===== src/tsp_pkg.sv =====
// ----------------------------------------------------------------------------
// Overview of operation
// - Eight two-way pins, general I/O whenever no timer, PWM or host request claims them
// - In slave mode pins 3 to 5 drive host interrupt requests
// - Direction bit 1 makes the pin an output, 0 an input
// - Direction register is write only and always reads all ones
// - Reset and hardware standby clear the direction register to zero
// - Software standby keeps direction, so output pins keep driving
// - Software standby entry resets supporting modules, pins revert to general I/O
// - Data read gives latch where direction is 1, live pin where 0
// - Direction-based read select also holds for pins owned by modules
// - Reset and hardware standby clear the latch, software standby holds it
// - Pin function depends on slave mode, direction and module enables
// - Pin 7 function chosen by second PWM output enable and its direction
// - Direction at index ffb5, data at index ffb7, eight bits, reset zero
// - PWM enable 0 gives general I/O, enable 1 drives PWM waveform
// - Slave mode when host port enable is set in single-chip operation
// ----------------------------------------------------------------------------
package tsp_pkg;

	// Register indices; byte address is four times the index
	localparam logic [15:0] IDX_DIR = 16'hffb5;
	localparam logic [15:0] IDX_DATA = 16'hffb7;
	localparam logic [15:0] IDX_FUNC = 16'hffb8;
	localparam int ADDR_LSB = 2;
	localparam int IDX_W = 16;

	// Reset and read-back values
	localparam logic [7:0] DIR_RESET = 8'h00;
	localparam logic [7:0] DATA_RESET = 8'h00;
	localparam logic [7:0] FUNC_RESET = 8'h00;
	localparam logic [7:0] DIR_READ = 8'hff;

	// Function register fields
	localparam int FN_HOST_EN = 0;
	localparam int FN_SINGLE_CHIP = 1;
	localparam int FN_PWM0_OE = 2;
	localparam int FN_PWM1_OE = 3;
	localparam logic [7:0] FUNC_MASK = 8'h0f;

	// Pin positions of shared functions
	localparam int PIN_T0_COUNT = 0;
	localparam int PIN_T1_COUNT = 1;
	localparam int PIN_T0_CMP = 2;
	localparam int PIN_T0_CLEAR = 3;
	localparam int PIN_T1_CMP = 4;
	localparam int PIN_T1_CLEAR = 5;
	localparam int PIN_PWM0 = 6;
	localparam int PIN_PWM1 = 7;
	localparam int PIN_IRQ_LO = 3;

endpackage


===== src/tsp_sync.sv =====
`timescale 1ns/1ps
// Two-stage synchroniser for pin levels
module tsp_sync #(
	parameter int WIDTH = 9
) (
	input wire logic pclk,
	input wire logic presetn,
	input wire logic ce,
	input wire logic [WIDTH-1:0] async_in,
	output logic [WIDTH-1:0] sync_out
);
	logic [WIDTH-1:0] meta_q;

	// Elaboration check: an empty bus cannot be synchronised
	if (WIDTH < 1) begin : g_bad_width
		$error("tsp_sync: WIDTH must be at least 1");
	end

	// First stage feeds only the second stage
	always_ff @(posedge pclk or negedge presetn) begin
		if (!presetn) begin
			meta_q <= '0;
			sync_out <= '0;
		end else if (ce) begin
			meta_q <= async_in;
			sync_out <= meta_q;
		end
	end
endmodule


===== src/tsp_pin_mux.sv =====
`timescale 1ns/1ps
// Per-pin selection between module ownership and general I/O
module tsp_pin_mux #(
	parameter int PINS = 8
) (
	input wire logic [PINS-1:0] dir,
	input wire logic [PINS-1:0] latch,
	input wire logic [PINS-1:0] mod_own,
	input wire logic [PINS-1:0] mod_val,
	output logic [PINS-1:0] pin_drive,
	output logic [PINS-1:0] pin_level
);
	// Elaboration check: at least one pin to select for
	if (PINS < 1) begin : g_bad_pins
		$error("tsp_pin_mux: PINS must be at least 1");
	end

	genvar i;
	generate
		for (i = 0; i < PINS; i++) begin : g_pin
			// Module output wins over latch and direction
			assign pin_drive[i] = mod_own[i] | dir[i];
			assign pin_level[i] = mod_own[i] ? mod_val[i] : latch[i];
		end
	endgenerate
endmodule


===== src/tsp_port.sv =====
// Implementation choice: the APB interface to the registers.
`timescale 1ns/1ps
module tsp_port #(
	parameter int PINS = 8,
	parameter int AW = 32
) (
	input wire logic pclk,
	input wire logic presetn,
	input wire logic ce,
	input wire logic psel,
	input wire logic penable,
	input wire logic pwrite,
	input wire logic [AW-1:0] paddr,
	input wire logic [31:0] pwdata,
	input wire logic [3:0] pstrb,
	output logic [31:0] prdata,
	output logic pready,
	output logic pslverr,
	input wire logic [PINS-1:0] pin_in,
	output logic [PINS-1:0] pin_out,
	output logic [PINS-1:0] pin_oe,
	input wire logic hw_standby,
	input wire logic sw_standby,
	input wire logic timer0_compare_output,
	input wire logic timer0_compare_en,
	input wire logic timer1_compare_output,
	input wire logic timer1_compare_en,
	input wire logic pwm0_wave_output,
	input wire logic pwm1_wave_output,
	input wire logic [2:0] host_irq,
	output logic timer0_clear_input,
	output logic timer1_clear_input,
	output logic timer0_count_input,
	output logic timer1_count_input,
	output logic slave_mode
);
	// ------------------------------------------------------------------
	// Elaboration checks
	// ------------------------------------------------------------------
	// Pin map is fixed; the alias test needs address bits above the index
	if (PINS != 8) begin : g_bad_pins
		$error("tsp_port: pin map is fixed at eight pins");
	end
	if (AW <= tsp_pkg::IDX_W + tsp_pkg::ADDR_LSB) begin : g_bad_aw
		$error("tsp_port: AW too narrow for register indices");
	end

	logic [PINS-1:0] dir_q;
	logic [PINS-1:0] latch_q;
	logic [7:0] func_q;
	logic pready_q;
	logic pslverr_q;
	logic [31:0] prdata_q;
	logic [PINS-1:0] pin_out_q;
	logic [PINS-1:0] pin_oe_q;
	logic slave_q;
	logic sw_prev_q;
	logic [3:0] tin_q;

	logic [PINS:0] sync_w;
	logic [PINS-1:0] pin_sync;
	logic hw_stby;
	logic [PINS-1:0] mod_own;
	logic [PINS-1:0] mod_val;
	logic [PINS-1:0] drive_w;
	logic [PINS-1:0] level_w;
	logic [PINS-1:0] data_read;
	logic [tsp_pkg::IDX_W-1:0] idx;
	logic aligned;
	logic hit_dir;
	logic hit_data;
	logic hit_func;
	logic mapped;
	logic access;
	logic commit;
	logic wr_lane0;
	logic sw_entry;
	logic slave_d;

	// ------------------------------------------------------------------
	// Pin and standby synchronisation
	// ------------------------------------------------------------------
	tsp_sync #(
		.WIDTH(PINS + 1)
	) u_sync (
		.pclk(pclk),
		.presetn(presetn),
		.ce(ce),
		.async_in({hw_standby, pin_in}),
		.sync_out(sync_w)
	);

	assign pin_sync = sync_w[PINS-1:0];
	assign hw_stby = sync_w[PINS];

	// ------------------------------------------------------------------
	// APB decode
	// ------------------------------------------------------------------
	assign idx = paddr[tsp_pkg::ADDR_LSB +: tsp_pkg::IDX_W];
	// Upper address bits must be zero so aliases do not hit
	assign aligned = (paddr[tsp_pkg::ADDR_LSB-1:0] == '0)
		&& (paddr[AW-1:tsp_pkg::ADDR_LSB+tsp_pkg::IDX_W] == '0);
	assign hit_dir = aligned && (idx == tsp_pkg::IDX_DIR);
	assign hit_data = aligned && (idx == tsp_pkg::IDX_DATA);
	assign hit_func = aligned && (idx == tsp_pkg::IDX_FUNC);
	assign mapped = hit_dir | hit_data | hit_func;
	assign access = psel & penable;
	// Write lands only at the edge where pready is seen high
	assign commit = ce & access & pready_q & pwrite;
	assign wr_lane0 = commit & pstrb[0];

	// Access phase is two cycles: pready rises one edge after penable
	always_ff @(posedge pclk or negedge presetn) begin
		if (!presetn) begin
			pready_q <= 1'b0;
		end else if (ce) begin
			pready_q <= access & ~pready_q;
		end
	end

	// Live pin where direction is 0, latch where 1, also for module pins
	assign data_read = (dir_q & latch_q) | (~dir_q & pin_sync);

	// Read data and error captured together with pready
	always_ff @(posedge pclk or negedge presetn) begin
		if (!presetn) begin
			prdata_q <= 32'h0000_0000;
			pslverr_q <= 1'b0;
		end else if (ce) begin
			if (access & ~pready_q) begin
				pslverr_q <= ~mapped;
				if (pwrite || !mapped) begin
					prdata_q <= 32'h0000_0000;
				end else if (hit_dir) begin
					prdata_q <= {24'h00_0000, tsp_pkg::DIR_READ};
				end else if (hit_data) begin
					prdata_q <= {24'h00_0000, data_read};
				end else begin
					prdata_q <= {24'h00_0000, func_q};
				end
			end else begin
				pslverr_q <= 1'b0;
			end
		end
	end

	// ------------------------------------------------------------------
	// Port registers
	// ------------------------------------------------------------------
	// Hardware standby acts as a held clear; software standby changes nothing
	always_ff @(posedge pclk or negedge presetn) begin
		if (!presetn) begin
			dir_q <= tsp_pkg::DIR_RESET;
		end else if (ce) begin
			if (hw_stby) begin
				dir_q <= tsp_pkg::DIR_RESET;
			end else if (wr_lane0 && hit_dir) begin
				dir_q <= pwdata[PINS-1:0];
			end
		end
	end

	// Latch is written regardless of direction or module ownership
	always_ff @(posedge pclk or negedge presetn) begin
		if (!presetn) begin
			latch_q <= tsp_pkg::DATA_RESET;
		end else if (ce) begin
			if (hw_stby) begin
				latch_q <= tsp_pkg::DATA_RESET;
			end else if (wr_lane0 && hit_data) begin
				latch_q <= pwdata[PINS-1:0];
			end
		end
	end

	assign sw_entry = sw_standby & ~sw_prev_q;

	// Standby edge detect; sw_standby is same-clock logic, no sync
	always_ff @(posedge pclk or negedge presetn) begin
		if (!presetn) begin
			sw_prev_q <= 1'b0;
		end else if (ce) begin
			sw_prev_q <= sw_standby;
		end
	end

	// Function bits; entering standby initialises the PWM enables
	always_ff @(posedge pclk or negedge presetn) begin
		if (!presetn) begin
			func_q <= tsp_pkg::FUNC_RESET;
		end else if (ce) begin
			if (hw_stby) begin
				func_q <= tsp_pkg::FUNC_RESET;
			end else if (sw_entry) begin
				func_q[tsp_pkg::FN_PWM0_OE] <= 1'b0;
				func_q[tsp_pkg::FN_PWM1_OE] <= 1'b0;
			end else if (wr_lane0 && hit_func) begin
				func_q <= pwdata[7:0] & tsp_pkg::FUNC_MASK;
			end
		end
	end

	// ------------------------------------------------------------------
	// Function selection
	// ------------------------------------------------------------------
	assign slave_d = func_q[tsp_pkg::FN_HOST_EN] & func_q[tsp_pkg::FN_SINGLE_CHIP];

	// Module claims per pin; all dropped while software standby lasts
	always_comb begin
		mod_own = '0;
		mod_val = '0;
		if (!sw_standby) begin
			mod_own[tsp_pkg::PIN_T0_CMP] = timer0_compare_en;
			mod_val[tsp_pkg::PIN_T0_CMP] = timer0_compare_output;
			mod_own[tsp_pkg::PIN_T1_CMP] = timer1_compare_en;
			mod_val[tsp_pkg::PIN_T1_CMP] = timer1_compare_output;
			mod_own[tsp_pkg::PIN_PWM0] = func_q[tsp_pkg::FN_PWM0_OE];
			mod_val[tsp_pkg::PIN_PWM0] = pwm0_wave_output;
			mod_own[tsp_pkg::PIN_PWM1] = func_q[tsp_pkg::FN_PWM1_OE];
			mod_val[tsp_pkg::PIN_PWM1] = pwm1_wave_output;
			// Slave claim comes last so it overrides timer 1 compare on pin 4
			if (slave_q) begin
				mod_own[tsp_pkg::PIN_IRQ_LO +: 3] = 3'h7;
				mod_val[tsp_pkg::PIN_IRQ_LO +: 3] = host_irq;
			end
		end
	end

	tsp_pin_mux #(
		.PINS(PINS)
	) u_mux (
		.dir(dir_q),
		.latch(latch_q),
		.mod_own(mod_own),
		.mod_val(mod_val),
		.pin_drive(drive_w),
		.pin_level(level_w)
	);

	// Pins driven from flops so glitches never reach the pads
	always_ff @(posedge pclk or negedge presetn) begin
		if (!presetn) begin
			pin_oe_q <= '0;
			pin_out_q <= '0;
			slave_q <= 1'b0;
		end else if (ce) begin
			pin_oe_q <= drive_w;
			pin_out_q <= level_w;
			slave_q <= slave_d;
		end
	end

	// Timer inputs always follow the synced pins; the timers decide use
	always_ff @(posedge pclk or negedge presetn) begin
		if (!presetn) begin
			tin_q <= 4'h0;
		end else if (ce) begin
			tin_q <= {pin_sync[tsp_pkg::PIN_T1_COUNT], pin_sync[tsp_pkg::PIN_T0_COUNT],
				pin_sync[tsp_pkg::PIN_T1_CLEAR], pin_sync[tsp_pkg::PIN_T0_CLEAR]};
		end
	end

	assign prdata = prdata_q;
	assign pready = pready_q;
	assign pslverr = pslverr_q;
	assign pin_out = pin_out_q;
	assign pin_oe = pin_oe_q;
	assign slave_mode = slave_q;
	assign timer0_clear_input = tin_q[0];
	assign timer1_clear_input = tin_q[1];
	assign timer0_count_input = tin_q[2];
	assign timer1_count_input = tin_q[3];
endmodule


===== config.mk =====
export PLATFORM = sky130hd
export DESIGN_NAME = tsp_port
export DESIGN_NICKNAME = d
export VERILOG_FILES = /design/src/tsp_pkg.sv /design/src/tsp_sync.sv /design/src/tsp_pin_mux.sv /design/src/tsp_port.sv
export SDC_FILE = /design/constraint.sdc
export NUM_CORES = 1
export LEC_CHECK = 0
export BUFFER_PORTS_ARGS = -buffer_cell sky130_fd_sc_hd__buf_2
export CAP_MARGIN = 10
export CORE_MARGIN = 2
export CORE_UTILIZATION = 25
export DETAILED_ROUTE_END_ITERATION = 10
export HOLD_SLACK_MARGIN = 0.12
export PLACE_DENSITY = 0.51
export SLEW_MARGIN = 20
export SYNTH_ARGS = -nofsm -noshare
export SYNTH_HDL_FRONTEND = slang
export SYNTH_SLANG_ARGS = --single-unit

===== constraint.sdc =====
create_clock -name pclk -period 1.2 [get_ports pclk]
set_input_delay 0.12 -clock pclk [delete_from_list [all_inputs] [get_ports pclk]]
set_output_delay 0.12 -clock pclk [all_outputs]
set_load 0.02 [all_outputs]

=== Yosys cells after proc, flatten, opt, wreduce, memory -nomap -nowiden ===
Index checks and enable logic that the tools add are counted.

* Register bits after elaboration: 98
* Bits of input ports: 93
* Output and inout port bits: 55
* Word-level logic and storage cells: 84

* Equal/unequal tests: 4
* Multiplexer cells: 23
* Bitwise operators: 23
* Reductions and logical operators: 20

{| class="wikitable"
|+ Operators with widths
! kind !! count
|-
| $mux W8 || 8
|-
| $eq A16 B16 Y1 const B || 3
|-
| $mux W32 || 1
|-
| $and A8 B8 Y8 || 2
|-
| $logic_not A14 Y1 || 1
|-
| $mux W6 || 2
|-
| $and A1 B1 Y1 || 8
|-
| $not A8 Y8 || 1
|-
| $or A1 B1 Y1 || 8
|-
| $or A8 B8 Y8 || 1
|-
| $reduce_and A2 Y1 || 4
|-
| $logic_and A1 B1 Y1 || 7
|-
| $mux W1 || 7
|-
| $mux W3 || 2
|-
| $reduce_bool A2 Y1 || 3
|-
| $mux W2 || 2
|-
| $mux W4 || 1
|-
| $not A1 Y1 || 3
|-
| $reduce_and A3 Y1 || 1
|-
| $reduce_bool A3 Y1 || 1
|-
| $logic_not A2 Y1 || 1
|-
| $ne A2 B1 Y1 const B || 1
|-
| $logic_not A1 Y1 || 1
|-
| $logic_or A1 B1 Y1 || 1
|}

=== Depth between registers and ports, before layout ===
* Depth in word-level cells: 9
* Gate-level depth with buffers: 7
* Gate-level depth less buffers: 5

=== Modules after synthesis ===
A second synthesis with hierarchy kept.

* Cell total of the unflattened synthesis: 344
* Area, all modules: 3804.9 um^2

{| class="wikitable"
|+ Modules (own cells, without submodules)
! module !! times used !! cells an instance !! area each (um^2) !! sequential area each (um^2)
|-
| tsp_port || 1 || 290 || 2912.8 || 1301.2
|-
| tsp_sync || 1 || 38 || 721.9 || 450.4
|-
| tsp_pin_mux || 1 || 16 || 170.2 || 0.0
|}

=== Least setup slack after synthesis ===
No wires, ideal clock.

* Kind: input to register
* Start: input port paddr[28]
* End: register dir_q[0]
* Setup time: 0.139 ns
* Data arrival time: 1.692 ns
* Required time: 1.061 ns
* Setup slack: -0.631 ns
* Cell stages on the path: 6
* Path buffers: 1
* Cells stage by stage: or4b_4 nor4_4 nand4b_2 buf_2 nand3b_1 o221ai_1

* Cells in the longest elaborated chain, start to end: 6

{| class="wikitable"
|+ RTL lines
! element !! line !! text
|-
| from (decl) || tsp_port.sv:13 || <nowiki>input wire logic [AW-1:0] paddr,</nowiki>
|-
| $logic_not A14 Y1 || tsp_port.sv:102 || <nowiki>&& (paddr[AW-1:tsp_pkg::ADDR_LSB+tsp_pkg::IDX_W] == '0);</nowiki>
|-
| $logic_and A1 B1 Y1 || tsp_port.sv:102 ||
|-
| $logic_and A1 B1 Y1 || tsp_port.sv:103 || <nowiki>assign hit_dir = aligned && (idx == tsp_pkg::IDX_DIR);</nowiki>
|-
| $logic_and A1 B1 Y1 || tsp_port.sv:157 || <nowiki>end else if (wr_lane0 && hit_dir) begin</nowiki>
|-
| $reduce_bool A2 Y1 (no source line) || - ||
|-
| $reduce_and A2 Y1 (no source line) || - ||
|-
| to (signal assigned) || tsp_port.sv:153 || <nowiki>dir_q <= tsp_pkg::DIR_RESET;</nowiki>
|-
| to (signal assigned) || tsp_port.sv:156 || <nowiki>dir_q <= tsp_pkg::DIR_RESET;</nowiki>
|-
| to (signal assigned) || tsp_port.sv:158 || <nowiki>dir_q <= pwdata[PINS-1:0];</nowiki>
|-
| to (decl) || tsp_port.sv:48 || <nowiki>logic [PINS-1:0] dir_q;</nowiki>
|}

Every way passes these cells.
A chain may end at the register's enable or synchronous reset.

=== Final worst setup path ===
* Start: input port paddr[30]
* End: register dir_q[2]

The elaborated chain is that of the path after synthesis.

==> impl_metrics.env <==
export IMPL_syn_to_final_growth_pct=48.4
export IMPL_post_dp_hpwl_um=6810
export IMPL_gr_total_overflow=0
export IMPL_rsz0062_at_grt="yes"
export IMPL_fp_dieH_um=122
export IMPL_wl_um=9690
export IMPL_failed_checks="setup timing"
export IMPL_syn_area_per_cell_sq_um=10.8
export IMPL_cts_root_buf="clkbuf_16"
export IMPL_cts_tree="done"
export IMPL_clk_latency_ns=0.33
export IMPL_diodes=0
export IMPL_io_pins=148
export IMPL_p_comb_share_pct=23.9
export IMPL_hold_class="primary input to register"
export IMPL_dieArea_sq_um=14800
export IMPL_fmax_mhz=640
export IMPL_final_max_slew_viol_count=0
export IMPL_clkTransAtPathRegs_ns=0.06
export IMPL_core_sq_um=13700
export IMPL_layout_commonest_cell="buf_2"
export IMPL_power_density_nw_per_um2=1470
export IMPL_drc=0
export IMPL_status="finished with violations"
export IMPL_worstPathMaxFanout=8
export IMPL_cts_num_sinks=70
export IMPL_grt_max_degree=71
export IMPL_power_frac_seq_pct=39.6
export IMPL_vdd_ir_drop_max_v=0.000818
export IMPL_p_switching_w=0.00224
export IMPL_fin_nets=558
export IMPL_hold_viol=0
export IMPL_post_route_min_period_ns=1.56
export IMPL_worstReg2RegStart="pready"
export IMPL_htreeDepth=3
export IMPL_fin_crit_sh_pct=130
export IMPL_firstDrtPassIters=4
export IMPL_crit_end="dir_q[2]"
export IMPL_timing_hold_ws_ns=0.129
export IMPL_placed_cell_area_sq_um=4310
export IMPL_synth_flop_cell="dfrtp_1"
export IMPL_final_cell_area_sq_um=5150
export IMPL_start_kind="primary input"
export IMPL_reg2reg_to="dir_q[2]"
export IMPL_finalSetupViolCount=29
export IMPL_n_fill_cell=1381
export IMPL_critical_path_startpoint="paddr[30]"
export IMPL_path_class="primary input to register"
export IMPL_leakage_nw=2.47
export IMPL_ff2ff_setup_slack_ns=-0.26
export IMPL_port_buffers=96
export IMPL_internal_power_w=0.00534
export IMPL_die_w_um=122
export IMPL_r2r_cells=5
export IMPL_clock_path_buffers=2
export IMPL_ys_seq_area_share_pct=50.5
export IMPL_setup_slack_ns=-0.364
export IMPL_ant_nets=0
export IMPL_layout_common_cells="92 x buf_2, 70 x dfrtp_1, 32 x buf_4"
export IMPL_swShare_pct=29.5
export IMPL_worstPathRequired_ns=1.41
export IMPL_cap_violations=0
export IMPL_ys_warn_count=0
export IMPL_row_count=43
export IMPL_ys_seq_elements=70
export IMPL_synth_edf_count=0
export IMPL_syn_area_sq_um=3470
export IMPL_grt_use_total_pct=13.4
export IMPL_viasPerCell=4.45
export IMPL_numCtsBuffers=9
export IMPL_syn_inst=320
export IMPL_antenna_found_initial=0
export IMPL_vias=2888
export IMPL_yosysUniqueCellTypes=41
export IMPL_drive_gt1_share_pct=46.5
export IMPL_grt_pass1_vias=2950
export IMPL_gp_congestion=0.769
export IMPL_place_ws_ns=-0.831
export IMPL_drt_iter0_drc=139
export IMPL_crit_arrival_ns=1.77
export IMPL_wl_per_cell_um=14.9
export IMPL_async_flop_share_pct=100
export IMPL_p_clk_share_pct=36.5
export IMPL_skew_ns=0.00373
export IMPL_end_kind="register"
export IMPL_grt_first_pass_wirelength_um=15400
export IMPL_initial_core_util_pct=25.3
critical path: stages:
cell and delay (ns):
buf_6 0.09, or4b_4 0.54, nor4_4 0.23, buf_6 0.19, nand4b_4 0.14, buf_12 0.17, a221o_1 0.29
registers in the layout, summed over array words and instances (netlist names):
name             flops
sw_prev_q            1
pready               1
func_q               4
u_sync.sync_out      9
pin_out              8
latch_q              8
tin_q                4
dir_q                8
pin_oe               8
prdata               8
slave_mode           1
pslverr              1
u_sync.meta_q        9
final cells by class:
cell class	instances	area, sq um	area share, %
multi-input cells	215	1780	34.6
well taps	180	225	4.38
repair buffers	151	1010	19.6
inverters	18	67.6	1.31
flip-flops and latches	70	1750	34.0
clock inverters	3	42.5	0.826
clock buffers	12	267	5.18
power groups by stage:
stage               logic [W]  clock network, W  registers, W
floorplan            0.000817                 0       0.00318
global placement      0.00156                 0       0.00303
detailed placement    0.00158                 0       0.00305
CTS                   0.00170           0.00282       0.00301
global route          0.00199           0.00292       0.00305
finish                0.00181           0.00276       0.00300
worst min path at each step:
stage / slack [ns] / cells past startpoint / startpoint / endpoint
after floorplan: -0.18 / 0 / presetn / dir_q[0]
after global placement: 0.18 / 2 / presetn / pin_out[4]
after detailed placement: 0.19 / 2 / presetn / pin_oe[4]
after CTS: 0.13 / 3 / timer0_compare_output / pin_out[2]
after global routing: 0.14 / 3 / timer0_compare_output / pin_out[2]
final: 0.13 / 3 / timer0_compare_output / pin_out[2]
stage by stage:
step | util (%) | cells | TNS [ns] | total power [W]
2_1_floorplan | - | 343 | -15.93 | 0.00400
3_3_place_gp | 31.4 | 613 | -21.04 | 0.00459
3_5_place_dp | 31.4 | 613 | -21.96 | 0.00463
4_1_cts | 36.6 | 648 | -7.80 | 0.00753
5_1_grt | 37.5 | 649 | -9.01 | 0.00796
6_report | 37.5 | 649 | -7.62 | 0.00757
synth_stat cells (2+ instances only):
cell,count,share of area [%]
nor2b_1,6,1.1
nand3_1,3,0.43
buf_4,24,5.2
mux2i_1,15,4.3
dfrtp_1,70,51
a31oi_1,2,0.36
inv_1,18,1.9
buf_1,3,0.32
buf_2,2,0.29
or2_2,2,0.36
a2111oi_0,4,1.0
nor3_1,4,0.58
nand4b_1,2,0.51
nand3b_1,16,3.5
nor2_1,24,2.6
a21o_1,5,1.1
o21ai_0,8,1.2
a32o_1,2,0.58
or4_1,3,0.65
mux2_2,29,9.4
nand2_1,17,1.8
a21oi_1,16,2.3
a221o_1,4,1.2
o221ai_1,10,2.5
o311ai_1,2,0.51
nand4_1,2,0.36
o22ai_1,3,0.54
clkbuf_1,11,1.2
per-layer routing:
metal | wire length (um) | track usage (%) | vias up
met5 | 0 | 0 | -
met4 | 156 | 5.03 | 0
met3 | 461 | 2.95 | 12
met2 | 4650 | 22.1 | 75
met1 | 4420 | 17.3 | 1404
li1 | - | - | 1397
repair_timing:
action,4_1_cts,5_1_grt
pin swaps,16,25
setup endpoints to repair,29,32
hold endpoints to repair,86,0
gates cloned,2,0
hold buffers,16,0
resized for setup,31,25
setup buffers,2,2
logic make-up after synthesis:
logic type	Yosys count	share of synthesized area (%)
simple gates	90	15.2
flops	70	50.5
buf+inv	58	8.95
compound gates	57	11.5
mux	44	13.7
other cells	1	0.108
Note: power is estimated with default switching activity, not from simulation.
